==> config.mk <==
export PLATFORM = sky130hd
export DESIGN_NAME = voice_codec_pcm_port
export DESIGN_NICKNAME = d
export VERILOG_FILES = /design/src/rtl/pcm_rx_shifter.v /design/src/rtl/pcm_tx_shifter.v /design/src/rtl/voice_codec_pcm_port.v
export VERILOG_INCLUDE_DIRS = /design/src /design/src/rtl
export SDC_FILE = /design/constraint.sdc
export NUM_CORES = 1
export LEC_CHECK = 0
export ABC_AREA = 0
export BUFFER_PORTS_ARGS = -buffer_cell sky130_fd_sc_hd__buf_2
export CORE_AREA = 5 5 143 111
export CTS_CLUSTER_DIAMETER = 60
export DETAILED_ROUTE_END_ITERATION = 8
export DIE_AREA = 0 0 148 116
export SKIP_CTS_REPAIR_TIMING = 1
export SYNTH_ARGS = -nofsm -noshare
export SYNTH_HDL_FRONTEND = slang
export SYNTH_SLANG_ARGS = --single-unit
==> constraint.sdc <==
create_clock -name ref_clk_i -period 2.2 [get_ports ref_clk_i]
set_input_delay 0.44 -clock ref_clk_i [delete_from_list [all_inputs] [get_ports ref_clk_i]]
set_output_delay 0.44 -clock ref_clk_i [all_outputs]
set_load 0.03 [all_outputs]
==> src/rtl/voice_codec_consts.vh <==
// Purpose: Shared constants of the voice codec PCM serial port.
// Assumes: 250 MHz reference clock, 2.048 MHz master clock, 8 kHz frames.
// Notes: Included by bare name from the PCM port design file only.
//
// Behaviour
// - Words shift most significant bit first.
// - Eight bits companded, sixteen bits linear.
// - Bit clock input high selects fixed rate.
// - Fixed rate launches on master rising edges.
// - Fixed rate captures on master falling edges.
// - Data out driven bit 1 until last.
// - Slot strobe low from bit 1 until last.
// - Variable rate: bit 1 on sync, rest clocked.
// - Variable rate releases data on sync fall.
// - Outputs float three frames after power up, drive in the fourth.
// - Master clock loss floats both outputs.
// - Power down ignores syncs, floats outputs.
// - Undriven power down input reads as high.
// - Both syncs idle puts device in standby.
// - Transmit sync idle floats transmit outputs.
// - Receive sync idle stops only receive side.
// - Linear: 13 sample bits, 3 trailing bits.
// - Toggling receive bit clock selects variable rate.
// - Variable rate repeats word while sync high.
`ifndef VOICE_CODEC_CONSTS_VH
`define VOICE_CODEC_CONSTS_VH

// ----------------------------------------
// Word format
// ----------------------------------------
`define WORD_LEN_COMPANDED 5'h08
`define WORD_LEN_LINEAR 5'h10
`define ATTEN_BITS 3
`define SAMPLE_BITS 13

// ----------------------------------------
// Timing
// ----------------------------------------
`define REF_CLK_PERIOD_NS 4
`define CLK_LOSS_TIME_NS 1000
`define CLK_LOSS_CYCLES 8'hfa // 1000 ns of reference clock
`define FRAME_MCLK 9'h100
`define WARMUP_FRAMES 3'h4

`endif

==> src/rtl/pcm_rx_shifter.v <==
// Purpose: Receive shift register, first bit ends up most significant.
// Assumes: Clear and capture are one-cycle strobes.
// Notes: A short word sits in the low bits.
`timescale 1ns/10ps
`default_nettype none
module pcm_rx_shifter (
	// Clock and reset
	input wire ref_clk_i,
	input wire rst_i,
	// Control
	input wire clear_i,
	input wire capture_i,
	input wire bit_i,
	// Parallel side
	output wire [15:0] word_o
);
	reg [15:0] sr;

	// Shift in at the bottom
	always @(posedge ref_clk_i) begin
		if (rst_i || clear_i) begin
			sr <= 16'h0000;
		end else if (capture_i) begin
			sr <= {sr[14:0], bit_i};
		end
	end

	assign word_o = sr;
endmodule
`default_nettype wire

==> src/rtl/pcm_tx_shifter.v <==
// Purpose: Transmit shift register, most significant bit leaves first.
// Assumes: Load and shift are one-cycle strobes, never together.
// Notes: The output bit comes straight from the register.
`timescale 1ns/10ps
`default_nettype none
module pcm_tx_shifter (
	// Clock and reset
	input wire ref_clk_i,
	input wire rst_i,
	// Control
	input wire load_i,
	input wire shift_i,
	input wire [15:0] word_i,
	// Serial side
	output wire serial_o
);
	reg [15:0] sr;

	// Load left-justified word, shift towards the top
	always @(posedge ref_clk_i) begin
		if (rst_i) begin
			sr <= 16'h0000;
		end else if (load_i) begin
			sr <= word_i;
		end else if (shift_i) begin
			sr <= {sr[14:0], 1'b0};
		end
	end

	assign serial_o = sr[15];
endmodule
`default_nettype wire

==> src/rtl/voice_codec_pcm_port.v <==
// Purpose: PCM serial port and power state control of a voice codec.
// Assumes: All pins sampled synchronously on the 250 MHz reference clock.
// Notes: Pin clocks are seen as edges of sampled levels, not as clocks.
`timescale 1ns/10ps
`default_nettype none
`include "voice_codec_consts.vh"
module voice_codec_pcm_port (
	// Clock and reset
	input wire ref_clk_i,
	input wire rst_i,
	// Codec pins from the serial port
	input wire master_clk_i,
	input wire transmit_frame_sync_i,
	input wire receive_frame_sync_i,
	input wire transmit_bit_clock_i,
	input wire receive_bit_clock_i,
	input wire serial_data_in_i,
	input wire power_down_n_i,
	input wire power_down_n_oe_i,
	input wire linear_mode_i,
	// Codec pins to the serial port
	output wire serial_data_out_o,
	output wire serial_data_out_oe_o,
	output wire transmit_slot_strobe_n_o,
	output wire transmit_slot_strobe_n_oe_o,
	// Converter side, transmit
	input wire [15:0] tx_word_i,
	output reg tx_word_taken_o,
	// Converter side, receive
	output reg [12:0] rx_sample_o,
	output reg [2:0] rx_attenuation_o,
	output reg rx_word_valid_o,
	// Status
	output reg variable_rate_o,
	output reg clock_lost_o,
	output reg powered_down_o,
	output reg tx_standby_o,
	output reg rx_standby_o,
	output reg outputs_ready_o
);
	// ----------------------------------------
	// Pin edge detection
	// ----------------------------------------
	reg mclk_q;
	reg fsx_q;
	reg fsr_q;
	reg txclk_q;
	reg rxclk_q;
	reg pdn_q;
	wire mclk_rise;
	wire mclk_fall;
	wire fsx_rise;
	wire fsx_fall;
	wire fsr_rise;
	wire fsr_fall;
	wire txclk_rise;
	wire rxclk_fall;
	wire rxclk_edge;
	wire pdn_eff;

	// Previous levels of every pin clock and strobe
	always @(posedge ref_clk_i) begin
		if (rst_i) begin
			mclk_q <= 1'b0;
			fsx_q <= 1'b0;
			fsr_q <= 1'b0;
			txclk_q <= 1'b0;
			rxclk_q <= 1'b1; // Idle high, so no false mode edge
			pdn_q <= 1'b0;
		end else begin
			mclk_q <= master_clk_i;
			fsx_q <= transmit_frame_sync_i;
			fsr_q <= receive_frame_sync_i;
			txclk_q <= transmit_bit_clock_i;
			rxclk_q <= receive_bit_clock_i;
			pdn_q <= pdn_eff;
		end
	end

	// Edge strobes
	assign mclk_rise = master_clk_i & ~mclk_q;
	assign mclk_fall = ~master_clk_i & mclk_q;
	assign fsx_rise = transmit_frame_sync_i & ~fsx_q;
	assign fsx_fall = ~transmit_frame_sync_i & fsx_q;
	assign fsr_rise = receive_frame_sync_i & ~fsr_q;
	assign fsr_fall = ~receive_frame_sync_i & fsr_q;
	assign txclk_rise = transmit_bit_clock_i & ~txclk_q;
	assign rxclk_fall = ~receive_bit_clock_i & rxclk_q;
	assign rxclk_edge = receive_bit_clock_i ^ rxclk_q;

	// Undriven power down pin counts as high
	assign pdn_eff = ~power_down_n_oe_i | power_down_n_i;

	// ----------------------------------------
	// Word length
	// ----------------------------------------
	wire [4:0] word_len;
	wire [15:0] tx_frame_word;

	assign word_len = linear_mode_i ? `WORD_LEN_LINEAR : `WORD_LEN_COMPANDED;
	// Linear: sample then three zero pad bits; companded: byte on top
	assign tx_frame_word = linear_mode_i ? {tx_word_i[12:0], 3'h0}
		: {tx_word_i[7:0], 8'h00};

	// ----------------------------------------
	// Master clock loss watchdog
	// ----------------------------------------
	reg [7:0] loss_cnt;

	// Any master clock edge restarts the count
	always @(posedge ref_clk_i) begin
		if (rst_i) begin
			loss_cnt <= 8'h00;
			clock_lost_o <= 1'b1;
		end else if (mclk_rise || mclk_fall) begin
			loss_cnt <= 8'h00;
			clock_lost_o <= 1'b0;
		end else if (loss_cnt == `CLK_LOSS_CYCLES) begin
			clock_lost_o <= 1'b1;
		end else begin
			loss_cnt <= loss_cnt + 8'h01;
		end
	end

	// ----------------------------------------
	// Timing mode detection
	// ----------------------------------------
	reg [8:0] rxclk_idle;

	// Toggling receive bit clock means variable rate
	always @(posedge ref_clk_i) begin
		if (rst_i) begin
			rxclk_idle <= 9'h000;
			variable_rate_o <= 1'b0;
		end else if (rxclk_edge) begin
			rxclk_idle <= 9'h000;
			variable_rate_o <= 1'b1;
		end else if (mclk_rise) begin
			if (rxclk_idle != `FRAME_MCLK) begin
				rxclk_idle <= rxclk_idle + 9'h001;
			end else if (receive_bit_clock_i) begin
				variable_rate_o <= 1'b0;
			end
		end
	end

	// ----------------------------------------
	// Power down and standby detection
	// ----------------------------------------
	reg [8:0] fsx_idle;
	reg [8:0] fsr_idle;

	// Power down follows the pin at once
	always @(posedge ref_clk_i) begin
		if (rst_i) begin
			powered_down_o <= 1'b0;
		end else begin
			powered_down_o <= ~pdn_eff;
		end
	end

	// Transmit sync idle for a frame period means held low
	always @(posedge ref_clk_i) begin
		if (rst_i) begin
			fsx_idle <= 9'h000;
			tx_standby_o <= 1'b1;
		end else if (fsx_rise) begin
			fsx_idle <= 9'h000;
			tx_standby_o <= 1'b0;
		end else if (mclk_rise) begin
			if (fsx_idle != `FRAME_MCLK) begin
				fsx_idle <= fsx_idle + 9'h001;
			end else begin
				tx_standby_o <= 1'b1;
			end
		end
	end

	// Receive sync idle for a frame period means held low
	always @(posedge ref_clk_i) begin
		if (rst_i) begin
			fsr_idle <= 9'h000;
			rx_standby_o <= 1'b1;
		end else if (fsr_rise) begin
			fsr_idle <= 9'h000;
			rx_standby_o <= 1'b0;
		end else if (mclk_rise) begin
			if (fsr_idle != `FRAME_MCLK) begin
				fsr_idle <= fsr_idle + 9'h001;
			end else begin
				rx_standby_o <= 1'b1;
			end
		end
	end

	// ----------------------------------------
	// Power-up output hold-off
	// ----------------------------------------
	reg [2:0] warm_cnt;

	// Count transmit frames after reset or leaving power down
	always @(posedge ref_clk_i) begin
		if (rst_i || !pdn_eff || (pdn_eff && !pdn_q)) begin
			warm_cnt <= 3'h0;
			outputs_ready_o <= 1'b0;
		end else if (fsx_rise && warm_cnt != `WARMUP_FRAMES) begin
			warm_cnt <= warm_cnt + 3'h1;
		end else if (warm_cnt == `WARMUP_FRAMES) begin
			outputs_ready_o <= 1'b1;
		end
	end

	// ----------------------------------------
	// Transmit sequencer
	// ----------------------------------------
	reg tx_busy;
	reg tx_armed;
	reg [4:0] tx_bit;
	reg tx_load;
	reg tx_shift;
	wire tx_allow;
	wire tx_ok;

	// Outputs may drive only when every gate is open
	assign tx_allow = pdn_eff & ~clock_lost_o & outputs_ready_o;
	assign tx_ok = tx_allow & ~tx_standby_o;

	// Load and shift strobes for the shifter
	always @* begin
		tx_load = 1'b0;
		tx_shift = 1'b0;
		if (pdn_eff) begin
			if (variable_rate_o) begin
				if (fsx_rise) begin
					tx_load = 1'b1;
				end else if (tx_busy && txclk_rise && transmit_frame_sync_i) begin
					tx_load = (tx_bit == word_len);
					tx_shift = (tx_bit != word_len);
				end
			end else begin
				if (tx_armed && mclk_rise) begin
					tx_load = 1'b1;
				end else if (tx_busy && mclk_rise && tx_bit != word_len) begin
					tx_shift = 1'b1;
				end
			end
		end
	end

	// Slot state and bit count
	always @(posedge ref_clk_i) begin
		if (rst_i || !pdn_eff) begin
			tx_busy <= 1'b0;
			tx_armed <= 1'b0;
			tx_bit <= 5'h00;
			tx_word_taken_o <= 1'b0;
		end else begin
			tx_word_taken_o <= tx_load;
			if (tx_load) begin
				tx_busy <= 1'b1;
				tx_armed <= 1'b0;
				tx_bit <= 5'h01;
			end else if (tx_shift) begin
				tx_bit <= tx_bit + 5'h01;
			end
			if (!variable_rate_o && fsx_rise) begin
				tx_armed <= 1'b1;
			end
			if (variable_rate_o && fsx_fall) begin
				tx_busy <= 1'b0;
			end
			if (!variable_rate_o && tx_busy && mclk_fall && tx_bit == word_len) begin
				tx_busy <= 1'b0;
			end
		end
	end

	pcm_tx_shifter u_tx_shifter (
		.ref_clk_i(ref_clk_i),
		.rst_i(rst_i),
		.load_i(tx_load),
		.shift_i(tx_shift),
		.word_i(tx_frame_word),
		.serial_o(serial_data_out_o)
	);

	// Pin drive enables; strobe low while the slot runs
	assign serial_data_out_oe_o = tx_busy & tx_ok;
	assign transmit_slot_strobe_n_oe_o = tx_busy & tx_ok;
	assign transmit_slot_strobe_n_o = ~tx_busy;

	// ----------------------------------------
	// Receive sequencer
	// ----------------------------------------
	reg rx_busy;
	reg [4:0] rx_bit;
	reg rx_done;
	wire rx_start;
	wire rx_capture;
	wire [15:0] rx_word;

	// Frame start while receive side is running
	assign rx_start = pdn_eff & fsr_rise & ~clock_lost_o;

	// Capture edge per timing mode
	assign rx_capture = rx_busy & (variable_rate_o
		? (rxclk_fall & receive_frame_sync_i)
		: mclk_fall);

	// Word assembly and completion
	always @(posedge ref_clk_i) begin
		if (rst_i || !pdn_eff) begin
			rx_busy <= 1'b0;
			rx_bit <= 5'h00;
			rx_done <= 1'b0;
		end else begin
			rx_done <= 1'b0;
			if (rx_start) begin
				rx_busy <= 1'b1;
				rx_bit <= 5'h00;
			end else if (rx_capture) begin
				rx_bit <= rx_bit + 5'h01;
				if (rx_bit + 5'h01 == word_len) begin
					rx_busy <= 1'b0;
					rx_done <= 1'b1;
				end
			end else if (variable_rate_o && fsr_fall) begin
				rx_busy <= 1'b0;
			end
		end
	end

	pcm_rx_shifter u_rx_shifter (
		.ref_clk_i(ref_clk_i),
		.rst_i(rst_i),
		.clear_i(rx_start), // Clear wins over a capture in the start cycle
		.capture_i(rx_capture),
		.bit_i(serial_data_in_i),
		.word_o(rx_word)
	);

	// Present the received word; linear splits sample and attenuation
	always @(posedge ref_clk_i) begin
		if (rst_i) begin
			rx_sample_o <= 13'h0000;
			rx_attenuation_o <= 3'h0;
			rx_word_valid_o <= 1'b0;
		end else begin
			rx_word_valid_o <= rx_done;
			if (rx_done) begin
				if (linear_mode_i) begin
					rx_sample_o <= rx_word[15:3];
					rx_attenuation_o <= rx_word[2:0];
				end else begin
					rx_sample_o <= {5'h00, rx_word[7:0]};
					rx_attenuation_o <= 3'h0;
				end
			end
		end
	end
endmodule
`default_nettype wire

==> flow_summary.ini <==
[synth]
postSynthCellCount = 563
netlist_area_mm2 = 0.00492
synth.area.top_cells = dfxtp_1 45%, nand2_1 5.9%, a21oi_1 5.1%, ha_1 4.3%, xor2_1 4.1%
postSynthRegisterBits = 111
synth_async_sr_flop_share_pct = 0
synth.yosys.seq_area_share_pct = 45.1
netlist-cell-type-count = 48
synth_top_area_share_pct = 45.1
syn-mean-instance-area_um2 = 8.75
flip_flop_cell_with_the_highest_count_after_synthesis = dfxtp_1
syn_nets = 607
yosys.area.top_type = dfxtp_1
yosysWarningCount = 0
synth_enable_flop_cells = 0

[power_and_ir_drop]
clock_power_share_pct = 40.8
comb_power_share_pct = 7.9
switching_share_pct = 24.5
total_leakage_power_nw = 2.07
p_sw_mw = 1.00
p_total_mw = 4.08
p_seq_share_pct = 51.3
p_int_mw = 3.08
power_density_mw_per_mm2 = 719
vdd.ir_drop.worst_mv = 0.356

[outcome]
status = complete, no violations

[setup_path]
path_cells = inv_1 -> ha_1 -> nor2b_1 -> o211ai_2 -> a311o_1 -> buf_12 -> a211oi_1 -> a311oi_1
worst-path-stages = 8
cp_data_arrival_time_ns = 2.16
timing.critical_path.slowest_cell_delay_ns = 0.41
rr_worst_depth = 8
setup.worst_path.end_class = register
crit_path_max_fanout = 23
crit_type = reg -> reg
timing.critical_path.from_type = register
worst-endpoint-required_ns = 2.43
critPathSlowestCell = a311o_1
cp.buffers_inverters = 2
timing.critical_path.max_delay_family = compound AO/OA/AOI/OAI gates

[sta]
timing.final.crit_period_ns = 1.93
setup_tns_ns = 0
slew_headroom_pct = 64.1
finClkSkew_ns = 0.00755
tightest_slew_ns = 0.534
final_hold_violation_count = 0
maxSlewViolCount = 0
fmax_mhz = 519
finalCritPeriodShare_pct = 87.6
whs_ns = 0.290
rsz0062_at_grt = no
setup_viol = 0

[layout]
fillers = 1409
area_of_the_multi_input_gates_mm2 = 0.00249
final-seq-area_mm2 = 0.00222
finalInstanceArea_mm2 = 0.00567
drive_gt1_share_pct = 16.2
utilization_of_the_core_after_routing_pct = 39.9
finish.net_count = 651
most_common_library_cell_in_the_layout_ignoring_fill_and_taps = dfxtp_1
n_antenna_cell = 0
syn_to_final_growth_pct = 15.2
final_cell_mix = 111 x dfxtp_1, 78 x nand2_1, 53 x nor2_1, 51 x buf_2, 50 x a21oi_1

[placed_design]
hpwl_mm = 7.54
placed_area_mm2 = 0.00537
global_placer_s_final_weighted_congestion = 0.766
numPortBuffers = 51

[detailed_routing]
drt.antenna.violating_nets = 0
wl_per_cell_um = 13.2
first_pass_iters = 4
remaining_drc_errors = 0
first_iter_violations = 198
routed_wirelength_mm = 10.5
detailroute.via_count = 3933
post_drt_via_cell_ratio = 4.97

[cts]
max-clock-path-buffers = 2
htree_num_levels = 3
cts.sinks = 111
cts_tree = done
clock_insertion_delay_worst_skew_ns = 0.35
number_of_cts_inserted_buffers = 9
root_buffer = clkbuf_16
clkTransAtPathRegs_ns = 0.07

[min_path]
tightest_hold_check_type = in -> reg
min_path_cells = 2

[die]
die_area_mm2 = 0.0172
width_of_the_chip_um = 148
initial_utilization_pct = 34.6
rows = 38
ioPinCount = 55
fp.dieH_um = 116
core_area_mm2 = 0.0142

[grt]
grt_first_pass_wirelength_mm = 17.9
antenna_found_initial = 0
largest_net_degree_at_the_start_of_global_routing = 34
grt_pass1_vias = 3813
grt_util_all_layers_pct = 12.8
grt.overflow.total = 0

[job]
drv_cap = 0
[cell usage after synthesis (3+ instances only)]
library cell	count
dfxtp_1	111
nand2_1	78
nor2_1	53
a21oi_1	50
nand3_1	26
xor2_1	23
clkbuf_1	19
nand2b_1	19
inv_1	18
ha_1	17
nand4_1	13
o21ai_0	13
nor2b_1	12
a211oi_1	11
or3_1	10
xnor2_1	10
mux2i_1	9
and3_1	6
a311oi_1	4
a32oi_1	4
buf_2	4
nor3_1	4
nor4b_1	4
a211oi_2	3
a311oi_2	3
buf_6	3
o2111ai_1	3
or2_2	3
[layer usage]
layer	track usage, %	share of wire [%]
met4	5.17	1.9
met3	3.44	5.2
met2	20.8	45
met5	0	0
met1	16.3	48
[power by group through the flow]
| stage | registers [mW] | logic, mW | clock network (mW) |
|---|---|---|---|
| 2_1_floorplan | 2.14 | 0.220 | 0 |
| 3_3_place_gp | 2.14 | 0.315 | 0 |
| 3_5_place_dp | 2.14 | 0.324 | 0 |
| 4_1_cts | 2.09 | 0.325 | 1.72 |
| 5_1_grt | 2.10 | 0.359 | 1.80 |
| 6_report | 2.09 | 0.320 | 1.66 |
[cell type report]
class	count	share of cell area (%)
clock buffers	9	3.97
clock inverters	7	1.41
inverters	18	1.19
multi-input cells	404	44.0
flip-flops and latches	111	39.2
well taps	180	3.97
repair buffers	63	6.31
[metrics by stage]
stage / setup slack, ns / cells
2_1_floorplan: 0.167 / 563
3_3_place_gp: 0.279 / 776
3_5_place_dp: 0.241 / 776
4_1_cts: 0.261 / 792
5_1_grt: 0.107 / 792
6_report: 0.273 / 792
[registers in the layout (all words and copies together), names as in the netlist, 3 cells and up]
register             cells
rx_bit                   5
fsx_idle                 9
loss_cnt                 8
warm_cnt                 3
rx_attenuation_o         3
rx_sample_o             13
u_tx_shifter.sr         13
u_rx_shifter.word_o     16
fsr_idle                 9
rxclk_idle               9
tx_bit                   5
[cells by family after synthesis]
kind of cell | count (synthesis) | synth area share [%]
muxes | 11 | 2.29
AOI/OAI and AO/OA | 107 | 14.2
and+or+nand+nor | 236 | 23.8
DFF | 111 | 45.1
adders and majority gates | 17 | 4.32
buffers and inverters | 48 | 4.37
xor gates and xnor gates | 33 | 5.87
[final timing paths]
kind	start	end	slack, ns
worst max register to register	tx_bit[0]	u_tx_shifter.sr[9]	0.27
worst max-delay path	tx_bit[0]	u_tx_shifter.sr[9]	0.27
worst min-delay path	receive_bit_clock_i	rxclk_q	0.29
worst min register to register	rx_attenuation_o[2]	rx_attenuation_o[2]	0.46
[worst register-to-register path, delay by kind of cell (launching register included)]
kind,cells,cell delay (ns)
compound gates,4,0.87
buf+inv,2,0.25
simple gates,1,0.20
flops,1,0.35
fa+ha+maj,1,0.14
Note: power is estimated with default switching activity, not from simulation.
